File: src/ard_defines.svh
`ifndef ARD_DEFINES_SVH
`define ARD_DEFINES_SVH

// ==========================================================================
// widths
`define ARD_RESULT_W        24
`define ARD_RATIO_W         16
`define ARD_BIT_CNT_W       5
`define ARD_GAP_W           4

// ==========================================================================
// modulator divider terminal counts (divide by 2, 4, 16)
`define ARD_DIV_FAST_LAST   4'h1
`define ARD_DIV_MEDIAN_LAST 4'h3
`define ARD_DIV_LOW_LAST    4'hF

// ==========================================================================
// timing
`define ARD_CLK_PERIOD_NS   10
`define ARD_T_MCLK_NS       10
`define ARD_READ_GAP_CYC    ((`ARD_T_MCLK_NS + `ARD_CLK_PERIOD_NS - 1) / `ARD_CLK_PERIOD_NS)

// ==========================================================================
// reset values
`define ARD_RESULT_RESET    24'h000000
`define ARD_RESULT_MSB      23

`endif

File: src/ard_pkg.sv
`include "ard_defines.svh"

package ard_pkg;

    typedef enum logic [1:0] {
        ard_mode_fast,
        ard_mode_median,
        ard_mode_low_power
    } ard_power_mode_type;

    typedef struct packed {
        logic sclk;
        logic cs_n;
        logic serial_data_in;
    } ard_serial_in_type;

    typedef struct packed {
        logic [3:0] count;
        logic       mod_enable;
    } ard_div_state_type;

    typedef struct packed {
        logic [2:0]                  sclk_pipe;
        logic [2:0]                  cs_pipe;
        logic [1:0]                  sdi_pipe;
        logic [2:0]                  start_pipe;
        logic [2:0]                  sync_pipe;
        logic [`ARD_RATIO_W-1:0]     dec_count;
        logic                        busy;
        logic [`ARD_RESULT_W-1:0]    candidate;
        logic                        pending;
        logic                        fire;
        logic [`ARD_GAP_W-1:0]       gap;
        logic [`ARD_RESULT_W-1:0]    result;
        logic                        strobe;
        logic                        ready_low;
        logic                        dout;
        logic                        dout_oe_n;
        logic [`ARD_RESULT_W-1:0]    tx_shift;
        logic [`ARD_RESULT_W-1:0]    rx_shift;
        logic [`ARD_BIT_CNT_W-1:0]   rx_count;
        logic [`ARD_RESULT_W-1:0]    command_word;
        logic                        command_valid;
        logic                        sync_out_n;
        logic                        div_restart;
    } ard_core_state_type;

endpackage

File: src/ard_mod_divider.sv
`timescale 1ns/1ns
`include "ard_defines.svh"

module ard_mod_divider (
    input  wire logic                    clk,
    input  wire logic                    reset,
    input  wire ard_pkg::ard_power_mode_type power_mode,
    input  wire logic                    restart,
    output logic                         mod_enable
);
    import ard_pkg::*;

    ard_div_state_type state;
    ard_div_state_type next_state;
    logic [3:0]        last;

    // ======================================================================
    // divide master clock into modulator enable
    always_comb begin
        case (power_mode)
            ard_mode_fast:   last = `ARD_DIV_FAST_LAST;
            ard_mode_median: last = `ARD_DIV_MEDIAN_LAST;
            default:         last = `ARD_DIV_LOW_LAST;
        endcase
        next_state            = state;
        next_state.mod_enable = 1'b0;
        if (restart) begin
            next_state.count = 4'h0;
        end else if (state.count >= last) begin
            next_state.count      = 4'h0;
            next_state.mod_enable = 1'b1;
        end else begin
            next_state.count = state.count + 4'h1;
        end
    end

    always_ff @(posedge clk) begin
        if (reset) begin
            state <= '0;
        end else begin
            state <= next_state;
        end
    end

    assign mod_enable = state.mod_enable;
endmodule

File: src/ard_core.sv
`timescale 1ns/1ns
`include "ard_defines.svh"

// Overview of operation
// - modulator clock divides master; one result per ratio
// - result register updates one clock before strobe
// - single mode strobe waits one clock after read
// - ready indicator pulses one clock, sclk idling high
// - strobe and ready launched on rising master clock
// - alignment output falls three master clocks after sync input rises
// - serial data out changes after falling sclk
// - serial input sampled on rising sclk edges
// - data out enabled by chip select low only
// - ready indicator returns high the clock after sclk rises or is seen high
module ard_core (
    input  wire logic                        clk,
    input  wire logic                        reset,
    input  wire ard_pkg::ard_serial_in_type  serial_in,
    input  wire ard_pkg::ard_power_mode_type power_mode,
    input  wire logic [`ARD_RATIO_W-1:0]     decimation_ratio,
    input  wire logic                        continuous_mode,
    input  wire logic                        ready_on_dout,
    input  wire logic                        start,
    input  wire logic                        sync_in,
    input  wire logic [`ARD_RESULT_W-1:0]    filter_data,
    output logic                             conversion_ready_strobe,
    output logic [`ARD_RESULT_W-1:0]         conversion_result,
    output logic                             serial_data_out,
    output logic                             serial_data_out_oe_n,
    output logic                             sync_out_n,
    output logic [`ARD_RESULT_W-1:0]         command_word,
    output logic                             command_valid
);
    import ard_pkg::*;

    ard_core_state_type state;
    ard_core_state_type next_state;
    logic               mod_enable;
    logic               sclk_rise;
    logic               sclk_fall;
    logic               cs_fall;
    logic               cs_rise;
    logic               start_rise;
    logic               sync_rise;
    logic               selected;
    logic               running;
    logic               conv_event;
    logic               read_gap_ok;
    logic               capture;
    logic               host_rise;

    // ======================================================================
    // edge detection on synchronised levels
    function automatic logic rise(input logic [2:0] pipe);
        rise = pipe[1] & ~pipe[2];
    endfunction

    function automatic logic fall(input logic [2:0] pipe);
        fall = ~pipe[1] & pipe[2];
    endfunction

    // ======================================================================
    // last decimation count; a ratio of zero acts as one
    function automatic logic [`ARD_RATIO_W-1:0] ratio_last(input logic [`ARD_RATIO_W-1:0] ratio);
        if (ratio == '0) begin
            ratio_last = '0;
        end else begin
            ratio_last = ratio - `ARD_RATIO_W'(1);
        end
    endfunction

    // ======================================================================
    // modulator clock enable
    ard_mod_divider ard_mod_divider_inst (
        .clk        (clk),
        .reset      (reset),
        .power_mode (power_mode),
        .restart    (state.div_restart),
        .mod_enable (mod_enable)
    );

    // ======================================================================
    // next state
    always_comb begin
        sclk_rise  = rise(state.sclk_pipe);
        sclk_fall  = fall(state.sclk_pipe);
        cs_fall    = fall(state.cs_pipe);
        cs_rise    = rise(state.cs_pipe);
        start_rise = rise(state.start_pipe);
        sync_rise  = rise(state.sync_pipe);
        selected   = ~state.cs_pipe[1];
        running    = continuous_mode | state.busy;
        conv_event = running & mod_enable &
                     (state.dec_count >= ratio_last(decimation_ratio));
        read_gap_ok = continuous_mode | (state.gap == '0);
        capture     = conv_event & ~sync_rise;
        host_rise   = sclk_rise & selected;

        next_state = state;

        // ==================================================================
        // two-stage synchronisers, third stage for edges
        next_state.sclk_pipe  = {state.sclk_pipe[1:0], serial_in.sclk};
        next_state.cs_pipe    = {state.cs_pipe[1:0], serial_in.cs_n};
        next_state.sdi_pipe   = {state.sdi_pipe[0], serial_in.serial_data_in};
        next_state.start_pipe = {state.start_pipe[1:0], start};
        next_state.sync_pipe  = {state.sync_pipe[1:0], sync_in};

        next_state.fire          = 1'b0;
        next_state.strobe        = 1'b0;
        next_state.command_valid = 1'b0;
        next_state.sync_out_n    = 1'b1;
        next_state.div_restart   = 1'b0;

        // ==================================================================
        // conversion sequencing
        if (sync_rise) begin
            next_state.dec_count   = '0;
            next_state.div_restart = 1'b1;
            next_state.sync_out_n  = 1'b0;
        end else if (conv_event) begin
            next_state.dec_count = '0;
            next_state.candidate = filter_data;
            next_state.pending   = 1'b1;
            if (!continuous_mode) begin
                next_state.busy = 1'b0;
            end
        end else if (running && mod_enable) begin
            next_state.dec_count = state.dec_count + `ARD_RATIO_W'(1);
        end
        if (start_rise && !continuous_mode) begin
            next_state.busy      = 1'b1;
            next_state.dec_count = '0;
        end

        // ==================================================================
        // gap after last rising sclk of a read
        if (host_rise) begin
            next_state.gap = `ARD_GAP_W'(`ARD_READ_GAP_CYC);
        end else if (state.gap != '0) begin
            next_state.gap = state.gap - `ARD_GAP_W'(1);
        end

        // ==================================================================
        // result updates one clock ahead of the strobe
        if (state.pending && read_gap_ok && !(host_rise && !continuous_mode)) begin
            next_state.result  = state.candidate;
            next_state.pending = capture;
            next_state.fire    = 1'b1;
        end

        // ==================================================================
        // strobe one clock after the update
        if (state.fire) begin
            next_state.strobe = 1'b1;
        end

        // ==================================================================
        // serial output
        next_state.dout_oe_n = ~selected;
        if (cs_fall) begin
            next_state.tx_shift = state.result;
            next_state.dout     = state.result[`ARD_RESULT_MSB];
        end else if (state.fire && continuous_mode && ready_on_dout && selected) begin
            next_state.ready_low = 1'b1;
            next_state.dout      = 1'b0;
            next_state.tx_shift  = state.result;
        end else if (state.ready_low && (sclk_rise || state.sclk_pipe[1])) begin
            next_state.ready_low = 1'b0;
            next_state.dout      = 1'b1;
        end else if (sclk_fall && selected && !state.ready_low) begin
            next_state.dout     = state.tx_shift[`ARD_RESULT_MSB];
            next_state.tx_shift = {state.tx_shift[`ARD_RESULT_MSB-1:0], 1'b0};
        end
        if (!selected) begin
            next_state.ready_low = 1'b0;
        end

        // ==================================================================
        // serial input
        if (cs_fall) begin
            next_state.rx_count = '0;
            next_state.rx_shift = '0;
        end else if (host_rise) begin
            next_state.rx_shift = {state.rx_shift[`ARD_RESULT_MSB-1:0], state.sdi_pipe[1]};
            if (state.rx_count != `ARD_BIT_CNT_W'(`ARD_RESULT_W)) begin
                next_state.rx_count = state.rx_count + `ARD_BIT_CNT_W'(1);
            end
        end
        if (cs_rise && state.rx_count != '0) begin
            next_state.command_word  = state.rx_shift;
            next_state.command_valid = 1'b1;
        end
    end

    // ======================================================================
    // state register
    always_ff @(posedge clk) begin
        if (reset) begin
            state            <= '0;
            state.sclk_pipe  <= 3'h7;
            state.cs_pipe    <= 3'h7;
            state.result     <= `ARD_RESULT_RESET;
            state.dout       <= 1'b1;
            state.dout_oe_n  <= 1'b1;
            state.sync_out_n <= 1'b1;
        end else begin
            state <= next_state;
        end
    end

    // ======================================================================
    // outputs
    assign conversion_ready_strobe = state.strobe;
    assign conversion_result       = state.result;
    assign serial_data_out         = state.dout;
    assign serial_data_out_oe_n    = state.dout_oe_n;
    assign sync_out_n              = state.sync_out_n;
    assign command_word            = state.command_word;
    assign command_valid           = state.command_valid;
endmodule

File: config.mk
export PLATFORM = sky130hd
export DESIGN_NAME = ard_core
export DESIGN_NICKNAME = d
export VERILOG_FILES = /design/src/ard_pkg.sv /design/src/ard_mod_divider.sv /design/src/ard_core.sv
export VERILOG_INCLUDE_DIRS = /design/src
export SDC_FILE = /design/constraint.sdc
export NUM_CORES = 1
export LEC_CHECK = 0
export BUFFER_PORTS_ARGS = -buffer_cell sky130_fd_sc_hd__buf_2
export CORE_ASPECT_RATIO = 0.75
export CORE_MARGIN = 8
export CORE_UTILIZATION = 64
export CTS_BUF_LIST = sky130_fd_sc_hd__clkbuf_8
export CTS_CLUSTER_SIZE = 30
export DETAILED_ROUTE_END_ITERATION = 10
export PLACE_DENSITY = 0.87
export SYNTH_ARGS = -nofsm -noshare
export SYNTH_HDL_FRONTEND = slang
export SYNTH_SLANG_ARGS = --single-unit
File: constraint.sdc
create_clock -name clk -period 8 [get_ports clk]
set_input_delay 0.8 -clock clk [delete_from_list [all_inputs] [get_ports clk]]
set_output_delay 0.8 -clock clk [all_outputs]
set_load 0.005 [all_outputs]
==> flow_metrics.py, run 1 <==
metrics = {
    "critical_path": {
        "reg2reg_depth": 8,
        "rr_endpoint": "state[139]$_SDFFE_PP0P_",
        "crit_start": "decimation_ratio[7]",
        "worstPathCellList": "buf_2 -> or4_1 -> nor3_1 -> nand4_1 -> and2_1 -> ha_1 -> nand2b_4 -> a2111oi_4 -> nor4_1 -> o41a_2 -> or3_1 -> a21oi_1",
        "reg2reg_setup_slack_ns": 4.85,
        "crit-reg2reg-launch": "state[139]$_SDFFE_PP0P_",
        "worst_path_max_delay_cell": "or3_1",
        "required_ns": 8.36,
        "critPathKind": "input port to flip-flop",
        "critPathCaptureType": "flip-flop",
        "crit_arrival_ns": 5.17,
        "setup.worst_path.start_class": "input port",
        "max_stage_delay_ns": 0.75,
        "endpoint": "state[139]$_SDFFE_PP0P_",
        "worstPathMaxFanout": 51,
    },
    "synth": {
        "ys_seq_area_share_pct": 45.2,
        "ys_ff_latch": 173,
        "synth_fa_ha_area_share_pct": 4.41,
        "synth_edf_count": 0,
        "yosys_warnings": 0,
        "synth_top_cell_by_area": "dfxtp_1",
        "synth_top_family_by_area": "simple AND/OR/NAND/NOR gates",
        "netlist_area_sq_mm": 0.00765,
        "ys.flop_type": "dfxtp_1",
        "avgSynthCellArea_sq_um": 8.52,
        "netlist-cell-type-count": 46,
        "synth_compound_gate_area_share_pct": 14.9,
        "async_flop_share_pct": 0,
        "post-synth-top-area-fraction_pct": 45.2,
        "syn_nets": 976,
        "netlist_instances": 898,
        "synthSimpleGateAreaFrac_pct": 19.7,
        "synth_area_leaders": "dfxtp_1, nand2_1, a21oi_1, buf_4, ha_1",
        "synthMuxAreaShare_pct": 3.27,
        "synthXorXnorAreaFrac_pct": 4.12,
    },
    "global_routing": {
        "antenna_found_initial": 1,
        "grt_pass1_wl_um": 26300,
        "grt_remaining_overflow": 0,
        "grt_usage_pct": 19.9,
        "grt_max_degree": 81,
        "grt_pass1_vias": 5719,
    },
    "floorplanning": {
        "core_area_sq_mm": 0.0116,
        "dieArea_sq_mm": 0.0158,
        "ios": 104,
        "die-width_um": 142,
        "core.rowCount": 34,
        "die_y_um": 111,
        "start_util_pct": 65.9,
    },
    "clock_tree": {
        "clk_pin_slew_ns": 0.09,
        "cts_hold_buf": 0,
        "cts.sinks": 173,
        "cts_resized": 0,
        "cts_setup_buffers": 0,
        "cts-root-buf": "clkbuf_8",
        "insertion_delay_ns": 0.45,
        "cts_max_path_buffers": 2,
        "h-tree-depth": 4,
        "cts_buffers": 17,
        "cts_tree": "yes",
    },
    "routing": {
        "routed_wl_um": 15400,
        "vias": 5940,
        "drt_first_iter_violations": 376,
        "viasPerCell": 5.42,
        "first_pass_iters": 4,
        "wl_per_cell_um": 14.0,
        "route.detailed.drc": 0,
        "drtAntennaViolNets": 0,
    },
    "outcome": {
        "status": "complete, no violations",
    },
    "flow_run": {
        "cap_violations": 0,
    },
    "hold_path": {
        "hold_path_class": "flip-flop to flip-flop",
        "hold_start": "next_state[164]$_SDFF_PP1_",
    },
    "finish": {
        "utilization_pct": 71.3,
        "syn_to_final_growth_pct": 8.11,
        "final_layout_size_suffix_gt1_share_pct": 19.2,
        "layout_common_cells": "nand2_1, dfxtp_1, a21oi_1, buf_2, nor2_1",
        "nNetsFinal": 998,
        "mostFrequentLayoutCell": "nand2_1",
    },
    "sta": {
        "fmax_ghz": 0.208,
        "slew_viol_final": 0,
        "rsz0062_at_grt": "no",
        "finalWorstSetupSlack_ns": 3.19,
        "maxSlewHeadroom_pct": 31.0,
        "finalClockSkew_ns": 0.0262,
        "hold_viol_final": 0,
        "min_period_ns": 4.81,
        "setup_viol": 0,
        "tns_ns": 0,
        "finalCritPeriodShare_pct": 60.1,
        "worstMarginPinSlew_ns": 1.04,
    },
    "power": {
        "pwr-share-seq_pct": 53.4,
        "total_power_mw": 1.68,
        "ir_worst_vdd_uv": 129,
        "p_sw_mw": 0.413,
        "power_density_mw_per_mm2": 203,
        "comb_power_share_pct": 8.0,
        "clkPwrFrac_pct": 38.6,
        "leakage_nw": 3.33,
        "intPower_mw": 1.26,
        "swShare_pct": 24.6,
    },
    "place": {
        "dp_hpwl_um": 10300,
        "gp_congestion": 0.825,
        "post-place-ws_ns": 2.76,
        "port_buffers": 103,
    },
}
metrics by stage:
step | area [sq um] | cells | hold WS (ns)
after floorplan | 7650 | 898 | 0.389
after global placement | 7850 | 1063 | 0.392
after detailed placement | 7850 | 1063 | 0.396
after CTS | 8270 | 1095 | 0.418
after global routing | 8280 | 1096 | 0.427
final | 8280 | 1096 | 0.416
per-layer routing:
layer  share of wire [%]  GRT usage [%]  wire, um  vias to the layer above
met3                 5.1           6.71       780                       14
met4                0.79           5.21       121                        0
li1                    -              -         -                     3027
met5                   0              0         0                        -
met2                  47           32.3      7240                      104
met1                  47           24.8      7220                     2795
power groups by stage:
stage | logic (mW) | clock network (mW) | registers (mW)
after CTS | 0.134 | 0.655 | 0.896
after floorplan | 0.102 | 0 | 0.912
after global placement | 0.130 | 0 | 0.915
after global routing | 0.154 | 0.691 | 0.899
after detailed placement | 0.133 | 0 | 0.915
final | 0.134 | 0.647 | 0.896
sequential cells by signal, summed over array words and instances (netlist names), 4 cells and up:
register	flops
ard_mod_divider_inst.state	4
next_state	9
conversion_result	24
state	107
command_word	24
layout make-up:
cell class | instances | area [sq um]
clock buffer | 18 | 248
inverter | 12 | 45.0
timing repair buffer | 107 | 548
tap | 162 | 203
clock inverter | 14 | 178
multi-input combinational | 609 | 3590
sequential | 173 | 3460
antenna | 1 | 2.50
fill | 963 | 3340
cell families (layout without fill, tap and decap cells):
| family | count (synthesis) | in the layout |
|---|---|---|
| AOI/OAI and AO/OA | 179 | 179 |
| xor gates and xnor gates | 36 | 36 |
| adders and majority gates | 27 | 27 |
| buffers and inverters | 116 | 151 |
| DFF | 173 | 173 |
| muxes | 25 | 25 |
| other | 0 | 1 |
| and+or+nand+nor | 342 | 342 |
worst max-delay path, delay by kind of cell:
kind	cells	cell delay [ns]
buf+inv	1	0.12
simple gates	7	2.67
compound gates	3	1.29
fa+ha+maj	1	0.27
synth_stat cells, types with 4 or more instances:
| cell | number |
|---|---|
| inv_1 | 12 |
| nor4_1 | 5 |
| and3_1 | 5 |
| nand3_1 | 29 |
| xnor2_1 | 14 |
| xor2_1 | 22 |
| mux2i_1 | 25 |
| dfxtp_1 | 173 |
| buf_2 | 4 |
| nor3_1 | 12 |
| nor2b_1 | 12 |
| a211oi_1 | 24 |
| ha_1 | 27 |
| nand2b_1 | 5 |
| nand2_1 | 177 |
| buf_4 | 48 |
| buf_1 | 5 |
| clkbuf_1 | 45 |
| or2_2 | 7 |
| a21bo_2 | 24 |
| nand4_1 | 12 |
| a21o_1 | 5 |
| nor2_1 | 64 |
| o21ai_0 | 6 |
| a21oi_1 | 110 |
worst min path at each step:
stage,endpoint,slack (ns),cells after the start
4_1_cts,next_state[80]$_SDFF_PP1_,0.42,1
3_5_place_dp,next_state[80]$_SDFF_PP1_,0.40,1
2_1_floorplan,next_state[168]$_SDFF_PP1_,0.39,1
3_3_place_gp,next_state[80]$_SDFF_PP1_,0.39,1
5_1_grt,next_state[80]$_SDFF_PP1_,0.43,1
6_report,next_state[80]$_SDFF_PP1_,0.42,1
Note: power is estimated with default switching activity, not from simulation.
==> run 2: changes to the inputs <==
Settings changed: ABC_AREA set to 1, CORE_UTILIZATION 64 to 54, PLACE_DENSITY 0.87 to 0.78.
Clock period 8 ns to 4.4 ns, I/O delays scaled along.
==> flow_metrics.py, run 2 <==
metrics = {
    "outcome": {
        "status": "complete, no violations",
    },
    "routing": {
        "wl_per_cell_um": 14.3,
        "first_pass_iters": 7,
        "viasPerCell": 5.35,
        "route.detailed.drc": 0,
        "drt_first_iter_violations": 547,
        "vias": 6509,
        "drtAntennaViolNets": 0,
        "routed_wl_um": 17400,
    },
    "critical_path": {
        "critPathCaptureType": "flip-flop",
        "setup.worst_path.start_class": "input port",
        "reg2reg_setup_slack_ns": 1.67,
        "crit_family": "simple AND/OR/NAND/NOR gates",
        "max_stage_delay_ns": 0.53,
        "crit_start": "decimation_ratio[13]",
        "crit_arrival_ns": 3.46,
        "worst_path_max_delay_cell": "nand4_1",
        "critPathKind": "input port to flip-flop",
        "worstPathCellList": "buf_2 -> nor2_1 -> inv_1 -> nor4_1 -> nand3_1 -> nand3_1 -> ha_1 -> a21oi_1 -> o21ai_0 -> a21oi_1 -> nand2_2 -> nand2_1 -> nand4_1 -> a21oi_1",
        "crit_buf_inv": 2,
        "worstPathMaxFanout": 16,
        "required_ns": 4.76,
        "crit-reg2reg-launch": "next_state[168]$_SDFF_PP1_",
        "cp_common_cell": "a21oi_1",
    },
    "power": {
        "ir_worst_vdd_uv": 232,
        "clkPwrFrac_pct": 38.3,
        "swShare_pct": 29.3,
        "p_sw_mw": 0.889,
        "pwr-share-seq_pct": 53.4,
        "power_density_mw_per_mm2": 361,
        "comb_power_share_pct": 8.3,
        "intPower_mw": 2.15,
        "leakage_nw": 3.47,
    },
    "clock_tree": {
        "cts_tree": "yes",
        "cts.sinks": 173,
        "h-tree-depth": 4,
        "cts_hold_buf": 0,
        "cts_setup_buffers": 0,
        "insertion_delay_ns": 0.46,
        "clk_pin_slew_ns": 0.10,
        "cts_buffers": 17,
        "cts_resized": 0,
        "cts_max_path_buffers": 2,
        "cts-root-buf": "clkbuf_8",
    },
    "place": {
        "dp.cells": 1185,
        "dp_hpwl_um": 12200,
        "port_buffers": 103,
        "gp_congestion": 0.915,
    },
    "sta": {
        "hold_viol_final": 0,
        "maxSlewHeadroom_pct": 34.3,
        "min_period_ns": 3.10,
        "finalClockSkew_ns": 0.0202,
        "slew_viol_final": 0,
        "setup_viol": 0,
        "finalCritPeriodShare_pct": 70.4,
        "tns_ns": 0,
        "worstMarginPinSlew_ns": 0.982,
        "fmax_ghz": 0.323,
        "rsz0062_at_grt": "no",
    },
    "floorplanning": {
        "start_util_pct": 54.3,
        "dieArea_sq_mm": 0.0185,
        "core_area_sq_mm": 0.0143,
        "ios": 104,
        "die-width_um": 154,
        "core.rowCount": 38,
        "die_y_um": 120,
    },
    "synth": {
        "synthTopCellsByCount": "dfxtp_1, nor2_1, nand2_1, a21oi_1, inv_1",
        "post-synth-top-area-fraction_pct": 44.7,
        "ys.flop_type": "dfxtp_1",
        "netlist_area_sq_mm": 0.00775,
        "netlist-cell-type-count": 33,
        "yosysMostFrequentCell": "dfxtp_1",
        "synth_top_cell_by_area": "dfxtp_1",
        "synth_edf_count": 0,
        "syn_nets": 1070,
        "netlist_instances": 992,
        "ys_seq_area_share_pct": 44.7,
        "avgSynthCellArea_sq_um": 7.81,
        "async_flop_share_pct": 0,
        "yosys_warnings": 0,
        "ys_ff_latch": 173,
        "synth_area_leaders": "dfxtp_1, a21oi_1, nor2_1, nand2_1, buf_4",
    },
    "finish": {
        "final_layout_size_suffix_gt1_share_pct": 16.3,
        "layout_common_cells": "dfxtp_1, nor2_1, nand2_1, a21oi_1, buf_2",
        "diodes": 0,
        "largest_register_ffs": 107,
        "top_register": "state",
        "mostFrequentLayoutCell": "dfxtp_1",
        "syn_to_final_growth_pct": 8.54,
        "nNetsFinal": 1102,
        "stdcell_count": 1217,
        "nFillCells": 1336,
    },
    "global_routing": {
        "grt_pass1_vias": 5979,
        "grt_max_degree": 73,
        "grt_pass1_wl_um": 28900,
        "grt_usage_pct": 18.7,
        "grt_remaining_overflow": 0,
        "antenna_found_initial": 1,
    },
    "hold_path": {
        "hold_path_class": "input port to flip-flop",
        "hold_start": "serial_in[2]",
    },
    "flow_run": {
        "cap_violations": 0,
    },
}
## run 2: layout make-up
class	instances	area, sq um	area share (%)
Multi-Input combinational cell	625	3340	39.7
Tap cell	180	225	2.68
Sequential cell	173	3460	41.2
Timing Repair Buffer	113	591	7.02
Clock buffer	17	234	2.78
Inverter	94	353	4.20
Clock inverter	15	206	2.46
## run 2: path summary, 6_finish.rpt
kind | end | depth (start not counted)
setup / recovery | state[139]$_SDFFE_PP0P_ | 14
hold / removal | next_state[167]$_SDFF_PP1_ | 2
setup reg to reg | conversion_result[11]$_SDFFE_PP0P_ | 9
hold reg to reg | next_state[157]$_SDFF_PP0_ | 2
## run 2: kinds of logic (layout without fill, tap and decap cells)
family / Yosys count / after routing / share of synthesized area (%)
simple gates: 361 / 361 / 20.9
buf+inv: 194 / 239 / 12.2
fa+ha+maj: 27 / 27 / 4.36
compound gates: 215 / 215 / 15.3
xor+xnor: 22 / 22 / 2.49
flops: 173 / 173 / 44.7
## run 2: layer usage
metal,global-route usage [%],part of all wire (%),up-vias
met5,0,0.075,-
met1,26.7,50,2965
li1,-,-,3340
met2,27.8,42,189
met3,4.74,6.6,13
met4,4.21,0.83,2
## run 2: per-stage QoR
step | util (%) | power (mW) | setup slack (ns) | hold slack [ns] | cell area (sq um)
global placement | 55.9 | 1.90 | 0.946 | 0.395 | 7970
detailed placement | 55.9 | 1.91 | 0.847 | 0.398 | 7970
floorplan | - | 1.83 | 1.66 | 0.388 | 7750
finish | 58.9 | 3.04 | 1.30 | 0.167 | 8410
global route | 58.9 | 3.16 | 0.905 | 0.149 | 8410
CTS | 58.9 | 3.05 | 1.31 | 0.148 | 8410
## run 2: power groups by stage
stage	Combinational, mW	Sequential (mW)	Clock, mW
global placement	0.244	1.65	0
detailed placement	0.250	1.66	0
floorplan	0.182	1.65	0
finish	0.252	1.62	1.16
global route	0.288	1.63	1.25
CTS	0.252	1.62	1.18
## run 2: worst register-to-register path, cell delays in order, from the launching register on
cell and delay (ns):
dfxtp_1 0.35, inv_2 0.36, nor3_4 0.05, buf_4 0.22
inv_2 0.36, nand2_2 0.11, nand2_2 0.10, nand2_2 0.45
o21ai_0 0.54, a21oi_1 0.07
